[config.mk]
export PLATFORM = sky130hd
export DESIGN_NAME = djsc_top
export DESIGN_NICKNAME = d
export VERILOG_FILES = /design/src/rtl/djsc_top.v /design/src/rtl/djsc_hexfmt.v /design/src/rtl/djsc_sync.v
export VERILOG_INCLUDE_DIRS = /design/src /design/src/shared
export SDC_FILE = /design/constraint.sdc
export NUM_CORES = 1
export LEC_CHECK = 0
export ABC_AREA = 1
export BUFFER_PORTS_ARGS = -buffer_cell sky130_fd_sc_hd__buf_2
export CAP_MARGIN = 0
export CORE_ASPECT_RATIO = 1.4
export CORE_MARGIN = 2
export CORE_UTILIZATION = 40
export DETAILED_ROUTE_END_ITERATION = 8
export PLACE_DENSITY = 0.75
export SLEW_MARGIN = 20
export SYNTH_ARGS = -nofsm -noshare
export SYNTH_HDL_FRONTEND = slang
export SYNTH_SLANG_ARGS = --single-unit
[constraint.sdc]
create_clock -name mclk -period 8 [get_ports mclk]
set_input_delay 1.2 -clock mclk [delete_from_list [all_inputs] [get_ports mclk]]
set_output_delay 1.2 -clock mclk [all_outputs]
set_load 0.005 [all_outputs]
[src/shared/djsc_defines.vh]
// constants for the drive jog and status command block
// assumes inclusion by bare name from rtl files
`ifndef DJSC_DEFINES_VH
`define DJSC_DEFINES_VH
`define DJSC_REG_BUS_VOLT     8'h45
`define DJSC_REG_ACT_VEL      8'h46
`define DJSC_REG_TGT_VEL      8'h47
`define DJSC_REG_POS_ERR      8'h48
`define DJSC_OP_VOLT_RD       4'h1
`define DJSC_OP_VEL_RD        4'h2
`define DJSC_OP_POSERR_RD     4'h3
`define DJSC_OP_JOG_ACCEL     4'h4
`define DJSC_OP_JOG_DECEL     4'h5
`define DJSC_OP_SECOND_SPEED  4'h6
`define DJSC_OP_JOG_DISABLE   4'h7
`define DJSC_OP_JOG_ENABLE    4'h8
`define DJSC_OP_LIMIT_DEF     4'h9
`define DJSC_OP_CMD_MODE      4'ha
`define DJSC_OP_WAIT_INPUT    4'hb
`define DJSC_ACCEL_MIN        16'h0001
`define DJSC_ACCEL_MAX        16'h7fdb
`define DJSC_SPEED_MIN        16'h0001
`define DJSC_SPEED_MAX_STD    16'h7a12
`define DJSC_SPEED_MAX_INT    16'h493e
`define DJSC_ACCEL_RESET      16'h0258
`define DJSC_SPEED_RESET      16'h0000
`define DJSC_MODE_RESET       8'h15
`define DJSC_NAME_VOLT        16'h4955
`define DJSC_NAME_VEL         16'h4956
`define DJSC_NAME_POSERR      16'h4958
`endif

[src/rtl/djsc_top.v]
// command interpreter for bus voltage, velocity, position error and jog settings
// assumes decoded commands arrive as one-cycle strobes from the text parser
`timescale 1ns/100ps
`default_nettype none
`include "djsc_defines.vh"
// What this block does
// voltage readout returns bus voltage count in tenths of a volt.
// bus voltage at or above maximum limit latches a fault.
// alarm flag set while bus voltage is below minimum limit.
// voltage reply digits are hex or decimal per number format setting.
// velocity selector 0 gives actual rpm, 1 gives target rpm.
// position error readout returns commanded minus encoder position in counts.
// writing jog acceleration also overwrites stored jog deceleration.
// host writes acceleration first, then deceleration, for differing values.
// stored jog acceleration is not changed while jogging.
// jog acceleration accepted only in range 0.167 to 5461.167 steps; code accepts 1 to 0x7fdb, so at most 5455.167.
// second speed used only in command modes 13, 14, 17, 18.
// in those modes the speed select input picks primary or second speed.
// second speed limited to 133.3333 rps, or 80 on integrated variants.
// jog disable clears jog input enable for later wait instructions.
// jog enable makes two inputs jog cw and ccw during wait instruction.
// jog enable ignored while modes 7, 11, 12-18 own the shared inputs.
// later of jog enable and limit definition 1 or 2 owns shared inputs.
// host issues jog enable with command mode 21 or 22 to jog.
// once awaited input condition met, jogging stops until next wait.
// input low means current flows, treated as closed.
// readout reply is two-letter name, equals sign and value.
module djsc_top (
    input  wire        mclk,
    input  wire        rst_b,
    input  wire        cmd_valid,
    input  wire [3:0]  cmd_op,
    input  wire [15:0] cmd_arg,
    input  wire        fmt_hex,
    input  wire        integrated_motor,
    input  wire [15:0] bus_voltage,
    input  wire [15:0] volt_max_limit,
    input  wire [15:0] volt_min_limit,
    input  wire [15:0] actual_velocity,
    input  wire [15:0] target_velocity,
    input  wire [31:0] commanded_pos,
    input  wire [31:0] encoder_pos,
    input  wire [15:0] primary_speed,
    input  wire [7:0]  reg_addr,
    input  wire        reg_rd,
    input  wire        jog_cw_input,
    input  wire        jog_ccw_input,
    input  wire        speed_select_input,
    input  wire        awaited_input,
    input  wire        awaited_level,
    input  wire        step_input,
    output reg  [15:0] reg_rdata_r,
    output reg         reg_rvalid_r,
    output reg         reply_valid_r,
    output reg  [15:0] reply_name_r,
    output reg  [7:0]  reply_eq_r,
    output reg  [39:0] reply_value_r,
    output reg         volt_fault_r,
    output reg         volt_alarm_r,
    output reg  [15:0] jog_accel_r,
    output reg  [15:0] jog_decel_r,
    output reg  [15:0] second_speed_r,
    output reg  [15:0] speed_out_r,
    output reg         jog_enable_r,
    output reg         limits_own_r,
    output reg         jog_active_r,
    output reg         jog_cw_r,
    output reg         jog_ccw_r,
    output reg         wait_active_r,
    output reg         wait_done_r,
    output reg         cmd_reject_r
);
    localparam ST_IDLE  = 2'h0;
    localparam ST_CONV  = 2'h1;
    localparam ST_REPLY = 2'h2;

    function mode_owns_inputs;
        input [7:0] m;
        begin
            mode_owns_inputs = (m == 8'h07) || (m == 8'h0b) || (m >= 8'h0c && m <= 8'h12);
        end
    endfunction
    function osc_mode;
        input [7:0] m;
        begin
            osc_mode = (m == 8'h0d) || (m == 8'h0e) || (m == 8'h11) || (m == 8'h12);
        end
    endfunction

    wire [4:0]  pin_sync;
    wire [39:0] fmt_digits;
    reg  [1:0]  state_r;
    reg  [1:0]  state_nxt;
    reg  [7:0]  cmd_mode_r;
    reg  [15:0] fmt_val_r;
    reg         fmt_hex_r;
    reg  [15:0] pend_name_r;
    wire [31:0] pos_diff;
    wire        cw_closed;
    wire        ccw_closed;
    wire        sel_closed;
    wire        await_closed;
    wire        wait_met;
    wire        is_cmd;
    wire [15:0] speed_max;

    djsc_sync u_sync (
        .mclk       (mclk),
        .rst_b      (rst_b),
        .pin_in     ({step_input, awaited_input, speed_select_input, jog_ccw_input, jog_cw_input}),
        .pin_sync_r (pin_sync)
    );

    djsc_hexfmt u_fmt (
        .mclk     (mclk),
        .rst_b    (rst_b),
        .value    (fmt_val_r),
        .hex_sel  (fmt_hex_r),
        .digits_r (fmt_digits)
    );

    // pins are active low: current flowing reads as 0, meaning closed
    assign cw_closed    = ~pin_sync[0];
    assign ccw_closed   = ~pin_sync[1];
    assign sel_closed   = ~pin_sync[2];
    assign await_closed = ~pin_sync[3];
    // awaited_level high waits for open, low waits for closed
    assign wait_met     = awaited_level ? ~await_closed : await_closed;
    assign pos_diff     = commanded_pos - encoder_pos;
    // strobes while busy are dropped
    assign is_cmd       = cmd_valid && (state_r == ST_IDLE);
    assign speed_max    = integrated_motor ? `DJSC_SPEED_MAX_INT : `DJSC_SPEED_MAX_STD;

    always @* begin
        state_nxt = state_r;
        case (state_r)
            ST_IDLE: begin
                if (is_cmd && (cmd_op == `DJSC_OP_VOLT_RD || cmd_op == `DJSC_OP_VEL_RD ||
                               cmd_op == `DJSC_OP_POSERR_RD)) state_nxt = ST_CONV;
            end
            ST_CONV: state_nxt = ST_REPLY;
            ST_REPLY: state_nxt = ST_IDLE;
            default: state_nxt = ST_IDLE;
        endcase
    end

    // readout path; write-only and setting commands never produce a reply
    always @(posedge mclk or negedge rst_b) begin
        if (!rst_b) begin
            state_r       <= ST_IDLE;
            fmt_val_r     <= 16'h0000;
            fmt_hex_r     <= 1'b0;
            pend_name_r   <= 16'h0000;
            reply_valid_r <= 1'b0;
            reply_name_r  <= 16'h0000;
            reply_eq_r    <= 8'h00;
            reply_value_r <= 40'h00_0000_0000;
        end else begin
            state_r       <= state_nxt;
            reply_valid_r <= 1'b0;
            if (is_cmd) begin
                case (cmd_op)
                    `DJSC_OP_VOLT_RD: begin
                        fmt_val_r   <= bus_voltage;
                        fmt_hex_r   <= fmt_hex;
                        pend_name_r <= `DJSC_NAME_VOLT;
                    end
                    `DJSC_OP_VEL_RD: begin
                        fmt_val_r   <= cmd_arg[0] ? target_velocity : actual_velocity;
                        fmt_hex_r   <= 1'b0;
                        pend_name_r <= `DJSC_NAME_VEL;
                    end
                    `DJSC_OP_POSERR_RD: begin
                        fmt_val_r   <= pos_diff[15:0];
                        fmt_hex_r   <= 1'b0;
                        pend_name_r <= `DJSC_NAME_POSERR;
                    end
                    default: begin
                        fmt_val_r <= fmt_val_r;
                    end
                endcase
            end
            if (state_r == ST_REPLY) begin
                reply_valid_r <= 1'b1;
                reply_name_r  <= pend_name_r;
                reply_eq_r    <= 8'h3d;
                reply_value_r <= fmt_digits;
            end
        end
    end

    // register readout port
    // reads answer on the next edge
    always @(posedge mclk or negedge rst_b) begin
        if (!rst_b) begin
            reg_rdata_r  <= 16'h0000;
            reg_rvalid_r <= 1'b0;
        end else begin
            reg_rvalid_r <= reg_rd;
            if (reg_rd) begin
                case (reg_addr)
                    `DJSC_REG_BUS_VOLT: reg_rdata_r <= bus_voltage;
                    `DJSC_REG_ACT_VEL:  reg_rdata_r <= actual_velocity;
                    `DJSC_REG_TGT_VEL:  reg_rdata_r <= target_velocity;
                    `DJSC_REG_POS_ERR:  reg_rdata_r <= pos_diff[15:0];
                    default:            reg_rdata_r <= 16'h0000;
                endcase
            end
        end
    end

    // bus voltage supervision; fault latches until reset
    always @(posedge mclk or negedge rst_b) begin
        if (!rst_b) begin
            volt_fault_r <= 1'b0;
            volt_alarm_r <= 1'b0;
        end else begin
            if (bus_voltage >= volt_max_limit) volt_fault_r <= 1'b1;
            volt_alarm_r <= (bus_voltage < volt_min_limit);
        end
    end

    // buffered settings and input ownership
    always @(posedge mclk or negedge rst_b) begin
        if (!rst_b) begin
            jog_accel_r    <= `DJSC_ACCEL_RESET;
            jog_decel_r    <= `DJSC_ACCEL_RESET;
            second_speed_r <= `DJSC_SPEED_RESET;
            cmd_mode_r     <= `DJSC_MODE_RESET;
            jog_enable_r   <= 1'b0;
            limits_own_r   <= 1'b0;
            cmd_reject_r   <= 1'b0;
        end else begin
            cmd_reject_r <= 1'b0;
            if (is_cmd) begin
                case (cmd_op)
                    `DJSC_OP_JOG_ACCEL: begin
                        // out-of-range or mid-jog writes are dropped, not clamped
                        if (!jog_active_r && cmd_arg >= `DJSC_ACCEL_MIN && cmd_arg <= `DJSC_ACCEL_MAX) begin
                            jog_accel_r <= cmd_arg;
                            jog_decel_r <= cmd_arg;
                        end else begin
                            cmd_reject_r <= 1'b1;
                        end
                    end

                    `DJSC_OP_JOG_DECEL: begin
                        if (!jog_active_r && cmd_arg >= `DJSC_ACCEL_MIN && cmd_arg <= `DJSC_ACCEL_MAX) begin
                            jog_decel_r <= cmd_arg;
                        end else begin
                            cmd_reject_r <= 1'b1;
                        end
                    end

                    `DJSC_OP_SECOND_SPEED: begin
                        if (cmd_arg >= `DJSC_SPEED_MIN && cmd_arg <= speed_max) begin
                            second_speed_r <= cmd_arg;
                        end else begin
                            cmd_reject_r <= 1'b1;
                        end
                    end

                    `DJSC_OP_JOG_DISABLE: jog_enable_r <= 1'b0;
                    `DJSC_OP_JOG_ENABLE: begin
                        if (mode_owns_inputs(cmd_mode_r)) begin
                            cmd_reject_r <= 1'b1;
                        end else begin
                            jog_enable_r <= 1'b1;
                            limits_own_r <= 1'b0;
                        end
                    end

                    `DJSC_OP_LIMIT_DEF: begin
                        if (cmd_arg[7:0] == 8'h01 || cmd_arg[7:0] == 8'h02) begin
                            if (!mode_owns_inputs(cmd_mode_r)) begin
                                limits_own_r <= 1'b1;
                                jog_enable_r <= 1'b0;
                            end
                        end else begin
                            limits_own_r <= 1'b0;
                        end
                    end

                    `DJSC_OP_CMD_MODE: begin
                        cmd_mode_r <= cmd_arg[7:0];
                        // owning modes take the shared inputs away at once
                        if (mode_owns_inputs(cmd_arg[7:0])) begin
                            jog_enable_r <= 1'b0;
                            limits_own_r <= 1'b0;
                        end
                    end
                    default: cmd_reject_r <= 1'b0;
                endcase
            end
        end
    end

    // oscillator speed selection
    always @(posedge mclk or negedge rst_b) begin
        if (!rst_b) begin
            speed_out_r <= 16'h0000;
        end else if (osc_mode(cmd_mode_r) && sel_closed) begin
            speed_out_r <= second_speed_r;
        end else begin
            speed_out_r <= primary_speed;
        end
    end

    // wait instruction and jog drive
    always @(posedge mclk or negedge rst_b) begin
        if (!rst_b) begin
            wait_active_r <= 1'b0;
            wait_done_r   <= 1'b0;
            jog_active_r  <= 1'b0;
            jog_cw_r      <= 1'b0;
            jog_ccw_r     <= 1'b0;
        end else begin
            wait_done_r <= 1'b0;
            // a new wait wins over a met condition
            if (is_cmd && cmd_op == `DJSC_OP_WAIT_INPUT) begin
                wait_active_r <= 1'b1;
            end else if (wait_active_r && wait_met) begin
                wait_active_r <= 1'b0;
                wait_done_r   <= 1'b1;
            end

            // jogging only while waiting, enabled, and condition not yet met
            if (wait_active_r && !wait_met && jog_enable_r && !mode_owns_inputs(cmd_mode_r)) begin
                jog_cw_r     <= cw_closed && !ccw_closed;
                jog_ccw_r    <= ccw_closed && !cw_closed;
                jog_active_r <= cw_closed ^ ccw_closed;
            end else begin
                jog_cw_r     <= 1'b0;
                jog_ccw_r    <= 1'b0;
                jog_active_r <= 1'b0;
            end
        end
    end
endmodule
`default_nettype wire

[src/rtl/djsc_hexfmt.v]
// converts a 16-bit value into ascii hex or decimal digits
// assumes a registered, single-cycle conversion is enough
`timescale 1ns/100ps
`default_nettype none
module djsc_hexfmt (
    input  wire        mclk,
    input  wire        rst_b,
    input  wire [15:0] value,
    input  wire        hex_sel,
    output reg  [39:0] digits_r
);
    function [7:0] asc;
        input [3:0] d;
        begin
            asc = (d < 4'ha) ? {4'h3, d} : (8'h37 + {4'h0, d});
        end
    endfunction
    reg [19:0] bcd;
    integer    i;
    always @* begin
        bcd = 20'h0_0000;
        // double dabble; wide enough for 65535
        for (i = 15; i >= 0; i = i - 1) begin
            if (bcd[3:0] > 4'h4) bcd[3:0] = bcd[3:0] + 4'h3;
            if (bcd[7:4] > 4'h4) bcd[7:4] = bcd[7:4] + 4'h3;
            if (bcd[11:8] > 4'h4) bcd[11:8] = bcd[11:8] + 4'h3;
            if (bcd[15:12] > 4'h4) bcd[15:12] = bcd[15:12] + 4'h3;
            bcd = {bcd[18:0], value[i]};
        end
    end
    always @(posedge mclk or negedge rst_b) begin
        if (!rst_b) begin
            digits_r <= 40'h00_0000_0000;
        end else if (hex_sel) begin
            digits_r <= {8'h20, asc(value[15:12]), asc(value[11:8]), asc(value[7:4]), asc(value[3:0])};
        end else begin
            digits_r <= {asc(bcd[19:16]), asc(bcd[15:12]), asc(bcd[11:8]), asc(bcd[7:4]), asc(bcd[3:0])};
        end
    end
endmodule
`default_nettype wire

[src/rtl/djsc_sync.v]
// two-flop synchroniser for pin inputs
// assumes async pins; first flop read only by the second
`timescale 1ns/100ps
`default_nettype none
module djsc_sync (
    input  wire       mclk,
    input  wire       rst_b,
    input  wire [4:0] pin_in,
    output reg  [4:0] pin_sync_r
);
    reg [4:0] meta_r;
    always @(posedge mclk or negedge rst_b) begin
        if (!rst_b) begin
            meta_r     <= 5'h1f;
            pin_sync_r <= 5'h1f;
        end else begin
            meta_r     <= pin_in;
            pin_sync_r <= meta_r;
        end
    end
endmodule
`default_nettype wire

==> flow_metrics.py, run 1 <==
metrics = {
    "outcome": {
        "outcome": "complete, no violations",
    },
    "worst_hold_path": {
        "hold_class": "flop to flop",
        "hp-start": "u_sync.meta_r[1]",
        "holdPathStages": 0,
        "whs_endpoint": "u_sync.pin_sync_r[1]",
    },
    "synthesis": {
        "async_flop_share_pct": 100,
        "synth.distinct_cells": 61,
        "ys.flop_type": "dfrtp_1",
        "synth_edf_count": 0,
        "avgSynthCellArea_um2": 7.38,
        "synthSimpleGateAreaFrac_pct": 29.8,
        "synth-compound-area-share_pct": 13.0,
        "ys_seq_elements": 208,
        "synth_xor_area_share_pct": 2.14,
        "syn_area_um2": 14700,
        "synth-adder-area-share_pct": 8.46,
        "yosys_warnings": 0,
        "synth_top_family_by_area": "simple AND/OR/NAND/NOR gates",
        "syn_inst": 1995,
        "synth_mux_area_share_pct": 1.22,
        "synth_seq_area_share_pct": 35.5,
    },
    "placed_design": {
        "hpwl_mm": 33.9,
        "portBuffers": 307,
        "gp_congestion": 0.923,
    },
    "timing": {
        "maxSlewHeadroom_pct": 35.6,
        "finalHoldViolCount": 0,
        "skew_ns": 0.0278,
        "drv_slew": 0,
        "finalCritPeriodShare_pct": 94.4,
        "tns_ns": 0,
        "tightest_slew_ns": 0.966,
        "fin_crit_ns": 7.56,
        "hold_ws_ns": 0.358,
        "timing.fmax_mhz": 132,
        "setup_viol": 0,
    },
    "setup_path": {
        "r2r-start": "fmt_val_r[14]",
        "cp-end-kind": "flop",
        "crit_path_max_incr_delay_ns": 0.39,
        "rrSetupSlack_ns": 0.44,
        "cp-start-kind": "flop",
        "critPathRequiredTime_ns": 8.39,
        "crit_arrival_ns": 7.95,
        "critPathMaxFanout": 7,
        "r2r-end": "u_fmt.digits_r[28]",
        "path_class": "flop to flop",
        "rr_worst_depth": 77,
        "critPathSlowestCell": "dfrtp_1",
    },
    "floorplanning": {
        "core_area_um2": 36500,
        "io_pins": 356,
        "die_h_um": 231,
        "fp.dieArea_um2": 38400,
        "std_cell_rows": 83,
        "die_w_um": 166,
        "start_util_pct": 40.4,
    },
    "routing": {
        "drc": 0,
        "drt_wl_total_mm": 43.7,
        "firstDrtPassIters": 6,
        "met3WireLength_mm": 2.35,
        "top_layer": "met4",
        "antenna_left": 0,
        "wl_per_cell_um": 15.4,
        "viasPerCell": 5.17,
        "wl_met1_mm": 16.5,
        "vias": 14700,
        "detail_route.iter0.violations": 1009,
        "wl_met2_mm": 22.4,
    },
    "cts": {
        "path_clk_slew_ns": 0.07,
        "htreeDepth": 1,
        "numCtsBuffers": 21,
        "clock-root-buffer": "clkbuf_16",
        "clockBufferDepth": 3,
        "cts_tree": "yes",
        "cts.sinks": 208,
        "insertion_delay_ns": 0.52,
    },
    "grt": {
        "grt_overflow": 0,
        "grt_max_degree": 127,
        "grt_pass1_wl_mm": 69.2,
        "grt_pass1_vias": 14000,
        "grt_usage_pct": 22.0,
        "antenna_found_initial": 5,
    },
    "layout": {
        "mostFrequentLayoutCell": "nand2_1",
        "fill_cells": 3382,
        "seq_area_um2": 5230,
        "multi_input_area_um2": 8610,
        "area_delta_synth_final_pct": 25.2,
        "fin_nets": 2650,
        "most-common-layout-cells": "nand2_1 (540), buf_2 (306), inv_1 (255), dfrtp_1 (189), nand3_1 (117)",
        "layout-drive-gt1-share_pct": 30.3,
    },
    "flow_run": {
        "cap_violations": 0,
    },
}
[registers in the layout, summed over array words and instances, names as in the netlist, 2 cells and up]
signal             flops
fmt_val_r             16
second_speed_r        16
jog_accel_r           16
reply_value_r         35
state_r                2
speed_out_r           16
pend_name_r            5
reply_name_r           5
cmd_mode_r             8
jog_decel_r           16
u_sync.meta_r          4
u_sync.pin_sync_r      4
reg_rdata_r           16
u_fmt.digits_r        35
[stage by stage]
step / cells / cell area (um2) / util, % / setup WS (ns)
global route: 2838 / 18400 / 50.6 / -0.124
global placement: 2748 / 16800 / 46.1 / 0.0494
CTS: 2794 / 17700 / 48.4 / 0.00373
floorplan: 2009 / 14800 / - / 0.547
finish: 2838 / 18400 / 50.6 / 0.445
detailed placement: 2748 / 16800 / 46.1 / -0.256
[how the worst max path moves through the flow]
| stage | start | endpoint |
|---|---|---|
| final | fmt_val_r[14] | u_fmt.digits_r[28] |
| after global routing | fmt_val_r[14] | u_fmt.digits_r[20] |
| after CTS | fmt_val_r[13] | u_fmt.digits_r[28] |
| after detailed placement | fmt_val_r[13] | u_fmt.digits_r[20] |
| after global placement | fmt_val_r[13] | u_fmt.digits_r[14] |
| after floorplan | fmt_val_r[13] | u_fmt.digits_r[6] |
[layer usage]
metal  track usage [%]  vias to the layer above
met1              24.3                     6867
li1                  -                     7168
met3              2.72                      129
met5                 0                        -
met4              12.9                        0
met2              40.3                      504
[final cells by class]
| type | count | share of cell area, % |
|---|---|---|
| clock buffer | 28 | 3.21 |
| multi-input combinational | 1441 | 46.7 |
| clock inverter | 10 | 0.855 |
| sequential | 208 | 28.4 |
| timing repair buffer | 382 | 11.6 |
| antenna | 5 | 0.0679 |
| tap | 467 | 3.17 |
| inverter | 297 | 6.07 |
[cell families after synthesis]
group,Yosys count
adder cells (fa/ha/maj),99
flip-flops,208
buffers and inverters,360
XOR/XNOR,30
AO/OA/AOI/OAI,311
AND/OR/NAND/NOR,970
other,1
multiplexers,16
[worst max-delay path, delay by kind of cell, from the launching register on]
| kind | cells | cell delay [ns] |
|---|---|---|
| buffers and inverters | 21 | 1.48 |
| adders and majority gates | 9 | 1.58 |
| xor gates and xnor gates | 1 | 0.16 |
| AOI/OAI and AO/OA | 1 | 0.08 |
| and+or+nand+nor | 45 | 3.68 |
| DFF | 1 | 0.39 |
[Yosys cell counts, types with 15 or more instances]
| master | count | area share [%] |
|---|---|---|
| nand2_2 | 66 | 2.8 |
| buf_4 | 24 | 1.2 |
| o211ai_1 | 25 | 1.3 |
| nand4_1 | 30 | 1.3 |
| clkbuf_1 | 34 | 0.87 |
| nor2_1 | 90 | 2.3 |
| xor2_1 | 19 | 1.1 |
| o21ai_1 | 15 | 0.51 |
| nand2_1 | 582 | 15 |
| ha_1 | 98 | 8.3 |
| a21oi_1 | 63 | 2.1 |
| dfrtp_1 | 189 | 32 |
| nand2_4 | 16 | 1.2 |
| o21ai_0 | 116 | 3.9 |
| dfstp_2 | 19 | 3.4 |
| nand3_1 | 128 | 4.3 |
| mux2_2 | 16 | 1.2 |
| inv_1 | 266 | 6.8 |
| inv_2 | 28 | 0.71 |
| nand3_2 | 16 | 1.1 |
[what timing repair did]
action                     in CTS  in global routing
hold buffers                    0                  0
resized for setup              10                128
buffers inserted                8                 38
pin swaps                       7                 49
setup endpoints to repair      25                 34
gates cloned                    0                  0
Power of run 1 is left out: the tool's default activity adds up to more than one toggle a clock period on the data nets, which glitch-free logic cannot reach.
==> run 2, diff against run 1 <==
--- a/config.mk
+++ b/config.mk
@@ -9,7 +9,7 @@
 export ABC_AREA = 1
 export BUFFER_PORTS_ARGS = -buffer_cell sky130_fd_sc_hd__buf_2
 export CAP_MARGIN = 0
-export CORE_ASPECT_RATIO = 1.4
+export CORE_ASPECT_RATIO = 0.7
 export CORE_MARGIN = 2
 export CORE_UTILIZATION = 40
 export DETAILED_ROUTE_END_ITERATION = 8
==> run 2 against run 1 <==
Compared with the run above: die area is essentially flat; flip-flop and latch count unchanged; routed wire length increased by 4.9%; critical endpoint is now u_fmt.digits_r[17].
==> flow_metrics.py, run 2 (same netlist as run 1, synthesis figures left out) <==
metrics = {
    "outcome": {
        "outcome": "complete, no violations",
    },
    "worst_hold_path": {
        "hold_class": "flop to flop",
    },
    "cts": {
        "clockBufferDepth": 3,
        "numCtsBuffers": 21,
        "cts_tree": "yes",
        "htreeDepth": 1,
        "path_clk_slew_ns": 0.07,
        "insertion_delay_ns": 0.53,
        "cts.sinks": 208,
        "ctsHoldBuffers": 0,
        "clock-root-buffer": "clkbuf_16",
    },
    "floorplanning": {
        "core_area_um2": 36100,
        "die_h_um": 165,
        "fp.dieArea_um2": 38400,
        "start_util_pct": 40.8,
        "std_cell_rows": 58,
        "io_pins": 356,
        "die_w_um": 233,
    },
    "layout": {
        "layout-drive-gt1-share_pct": 30.0,
        "top_regs": "reply_value_r x35, u_fmt.digits_r x35",
        "final_util_pct": 50.8,
        "most-common-layout-cells": "nand2_1 (536), buf_2 (306), inv_1 (253), dfrtp_1 (189), nand3_1 (117)",
        "mostFrequentLayoutCell": "nand2_1",
        "area_delta_synth_final_pct": 24.4,
        "fin_nets": 2634,
    },
    "setup_path": {
        "crit_arrival_ns": 8.03,
        "cpMostUsedCell": "nand2_4",
        "path_class": "flop to flop",
        "cp-start-kind": "flop",
        "cp-end-kind": "flop",
        "critPathRequiredTime_ns": 8.45,
        "critPathMaxFanout": 5,
        "critPathSlowestCell": "dfrtp_1",
        "crit_path_max_incr_delay_ns": 0.39,
    },
    "timing": {
        "fin_crit_ns": 7.58,
        "finalCritPeriodShare_pct": 94.8,
        "rsz0062_at_grt": "yes",
        "skew_ns": 0.0238,
        "drv_slew": 0,
        "finalHoldViolCount": 0,
        "tightest_slew_ns": 0.939,
        "maxSlewHeadroom_pct": 37.4,
        "timing.fmax_mhz": 132,
        "setup_viol": 0,
        "hold_ws_ns": 0.356,
    },
    "routing": {
        "detail_route.iter0.violations": 1107,
        "vias": 14600,
        "viasPerCell": 5.15,
        "drt_wl_total_mm": 45.9,
        "drc": 0,
        "firstDrtPassIters": 6,
        "antenna_left": 0,
        "wl_per_cell_um": 16.1,
    },
    "grt": {
        "grt_overflow": 0,
        "grt_pass1_wl_mm": 70.6,
        "grt_max_degree": 143,
        "grt_pass1_vias": 13500,
        "antenna_found_initial": 7,
        "grt_usage_pct": 23.2,
    },
    "placed_design": {
        "gp_congestion": 0.936,
        "portBuffers": 307,
        "hpwl_mm": 35.9,
    },
    "flow_run": {
        "cap_violations": 0,
    },
}
-- run 2: cell type report --
type,instances,area (um2)
fill,3462,17700
multi-input combinational,1441,8660
tap,480,601
timing repair buffer,366,2000
sequential,208,5230
antenna,10,25.0
clock inverter,13,118
clock buffer,25,561
inverter,297,1130
-- run 2: routing by layer --
metal | wire length, um | vias to the layer above | track usage (%)
met5 | 30 | - | 0
met4 | 1110 | 4 | 5.76
met3 | 3240 | 75 | 3.99
met2 | 20100 | 499 | 35.6
met1 | 21400 | 6907 | 33.6
li1 | - | 7144 | -
-- run 2: timing repair --
| action | 4_1_cts | 5_1_grt |
|---|---|---|
| endpoints found under the setup margin | 28 | 34 |
| setup buffers | 5 | 33 |
| pin swaps | 6 | 51 |
| resized for setup | 17 | 135 |
-- run 2: critical path, delay by kind of cell (launching register included) --
family | cells | cell delay, ns
simple gates | 41 | 3.59
fa+ha+maj | 10 | 1.90
buf+inv | 15 | 1.02
flops | 1 | 0.39
xor+xnor | 2 | 0.36
compound gates | 2 | 0.22
-- run 2: per-stage QoR --
step	area [um2]	std cells	worst slack (ns)	setup TNS [ns]
after CTS	17600	2796	0.0170	0
after floorplan	14800	2009	0.547	0
final	18300	2840	0.418	0
after global routing	18300	2834	-0.131	-1.72
after detailed placement	16800	2753	-0.371	-5.68
after global placement	16800	2753	0.0400	0
-- run 2: path summary, 6_finish.rpt --
kind                                              to  cells after the start             start  slack [ns]
worst max register to register    u_fmt.digits_r[17]                     70     fmt_val_r[14]        0.42
worst max-delay path              u_fmt.digits_r[17]                     70     fmt_val_r[14]        0.42
min in group asynchronous               volt_alarm_r                      1             rst_b        0.68
worst min-delay path            u_sync.pin_sync_r[1]                      0  u_sync.meta_r[1]        0.36
worst min register to register  u_sync.pin_sync_r[1]                      0  u_sync.meta_r[1]        0.36
max in group asynchronous              reply_valid_r                      2             rst_b        6.10
Power of run 2 is left out for the same reason.
==> run 3, diff against run 2 <==
--- a/config.mk
+++ b/config.mk
@@ -13,8 +13,10 @@
 export CORE_MARGIN = 2
 export CORE_UTILIZATION = 40
 export DETAILED_ROUTE_END_ITERATION = 8
-export PLACE_DENSITY = 0.75
+export PLACE_DENSITY = 0.74
+export REMOVE_ABC_BUFFERS = 1
 export SLEW_MARGIN = 20
 export SYNTH_ARGS = -nofsm -noshare
 export SYNTH_HDL_FRONTEND = slang
+export SYNTH_HIERARCHICAL = 1
 export SYNTH_SLANG_ARGS = --single-unit
==> run 3 against run 2 <==
Compared with the run above: worst hold slack worse by 0.00074 ns; worst setup slack worse by 0.14 ns; die area up 8.8%; sequential share of layout area down 1.4 points; synthesized cell count up 14%.
==> flow_metrics.py, run 3 <==
metrics = {
    "outcome": {
        "outcome": "complete, no violations",
    },
    "routing": {
        "vias": 16200,
        "detail_route.iter0.violations": 1504,
        "firstDrtPassIters": 5,
        "antenna_left": 0,
        "drc": 0,
        "drt_wl_total_mm": 50.0,
        "wl_per_cell_um": 15.8,
        "viasPerCell": 5.13,
    },
    "timing": {
        "skew_ns": 0.0179,
        "drv_slew": 0,
        "hold_ws_ns": 0.355,
        "tightest_slew_ns": 1.03,
        "timing.fmax_mhz": 129,
        "setup_viol": 0,
        "maxSlewHeadroom_pct": 30.9,
        "finalHoldViolCount": 0,
        "fin_crit_ns": 7.73,
        "finalCritPeriodShare_pct": 96.6,
        "tns_ns": 0,
    },
    "cts": {
        "ctsHoldBuffers": 0,
        "htreeDepth": 1,
        "insertion_delay_ns": 0.54,
        "clockBufferDepth": 3,
        "path_clk_slew_ns": 0.06,
        "clock-root-buffer": "clkbuf_16",
        "cts.sinks": 213,
        "numCtsBuffers": 24,
        "cts_tree": "yes",
    },
    "floorplanning": {
        "die_w_um": 243,
        "core_area_um2": 39600,
        "std_cell_rows": 61,
        "die_h_um": 172,
        "io_pins": 356,
        "start_util_pct": 40.5,
        "fp.dieArea_um2": 41800,
    },
    "synthesis": {
        "syn_inst": 2276,
        "yosys_warnings": 6,
        "syn_area_um2": 16100,
        "avgSynthCellArea_um2": 7.05,
    },
    "grt": {
        "grt_usage_pct": 22.8,
        "grt_overflow": 0,
        "antenna_found_initial": 4,
        "grt_pass1_wl_mm": 77.5,
        "grt_pass1_vias": 15200,
        "grt_max_degree": 90,
    },
    "setup_path": {
        "startpoint": "fmt_val_r[14]",
        "crit_arrival_ns": 8.14,
        "path_class": "flop to flop",
        "cp-start-kind": "flop",
        "critical_path_buf_inv_count": 18,
        "crit_family": "simple AND/OR/NAND/NOR gates",
        "crit_cells": 75,
        "cp-end-kind": "flop",
        "r2r-start": "fmt_val_r[14]",
        "rr_worst_depth": 75,
        "critPathRequiredTime_ns": 8.41,
        "critPathMaxFanout": 6,
        "crit_path_max_incr_delay_ns": 0.38,
        "critPathSlowestCell": "dfrtp_1",
        "cpMostUsedCell": "nand2_2",
    },
    "placed_design": {
        "gp_congestion": 0.939,
        "portBuffers": 312,
        "place_area_um2": 18000,
        "hpwl_mm": 38.6,
    },
    "layout": {
        "largest_register_ffs": 40,
        "layout-drive-gt1-share_pct": 29.7,
        "most-common-layout-cells": "nand2_1 (706), buf_2 (311), inv_1 (257), dfrtp_1 (194), nand3_1 (190)",
        "design_area_um2": 19700,
        "mostFrequentLayoutCell": "nand2_1",
        "top_regs": "reply_value_r x40, u_fmt/digits_r x35",
        "final_util_pct": 49.9,
        "regMostFlops": "reply_value_r",
        "area_delta_synth_final_pct": 23.0,
        "fill_cells": 3869,
        "fin_nets": 2905,
    },
    "flow_run": {
        "cap_violations": 0,
    },
    "worst_hold_path": {
        "hold_class": "flop to flop",
        "holdPathStages": 0,
        "hp-start": "u_sync/meta_r[3]",
    },
}
==> run 3: path summary, 6_finish.rpt <==
check / endpoint / slack (ns)
min: u_sync/pin_sync_r[3] / 0.36
max: u_fmt/digits_r[25] / 0.27
max in group asynchronous: u_fmt/digits_r[12] / 5.92
min in group asynchronous: reg_rvalid_r / 0.62
min reg2reg: u_sync/pin_sync_r[3] / 0.36
max reg2reg: u_fmt/digits_r[25] / 0.27
==> run 3: worst register-to-register path, delay by kind of cell (launching register included) <==
family / cells / cell delay, ns
AOI/OAI and AO/OA: 4 / 0.62
DFF: 1 / 0.38
adders and majority gates: 9 / 1.72
and+or+nand+nor: 44 / 3.80
buffers and inverters: 18 / 1.07
==> run 3: final cells by class <==
cell class | instances | area [um2] | share of cell area [%]
multi-input combinational | 1683 | 9770 | 49.5
sequential | 213 | 5350 | 27.1
timing repair buffer | 363 | 1960 | 9.94
inverter | 322 | 1220 | 6.19
tap | 535 | 669 | 3.39
clock buffer | 35 | 662 | 3.35
clock inverter | 9 | 97.6 | 0.494
antenna | 4 | 10.0 | 0.0507
==> run 3: metal layers <==
layer  vias to the layer above  share of wire, %  GRT usage, %
met1                      7636                44          31.5
li1                       7882                 -             -
met2                       635                46          37.2
met4                         0               2.8          6.80
met3                        91               7.4          3.50
met5                         -                 0             0
==> run 3: repair_timing <==
action,4_1_cts,5_1_grt
endpoints found under the setup margin,27,35
gates resized for setup,13,158
buffers inserted,9,32
pin swaps,8,64
endpoints found under the hold margin,0,0
==> run 3: per-stage QoR <==
| stage | cells | worst slack, ns |
|---|---|---|
| finish | 3164 | 0.273 |
| global route | 3164 | -0.223 |
| CTS | 3128 | -0.00241 |
| detailed placement | 3075 | -0.320 |
| global placement | 3075 | 0.104 |
| floorplan | 2218 | 0.650 |
Power of run 3 is left out for the same reason.
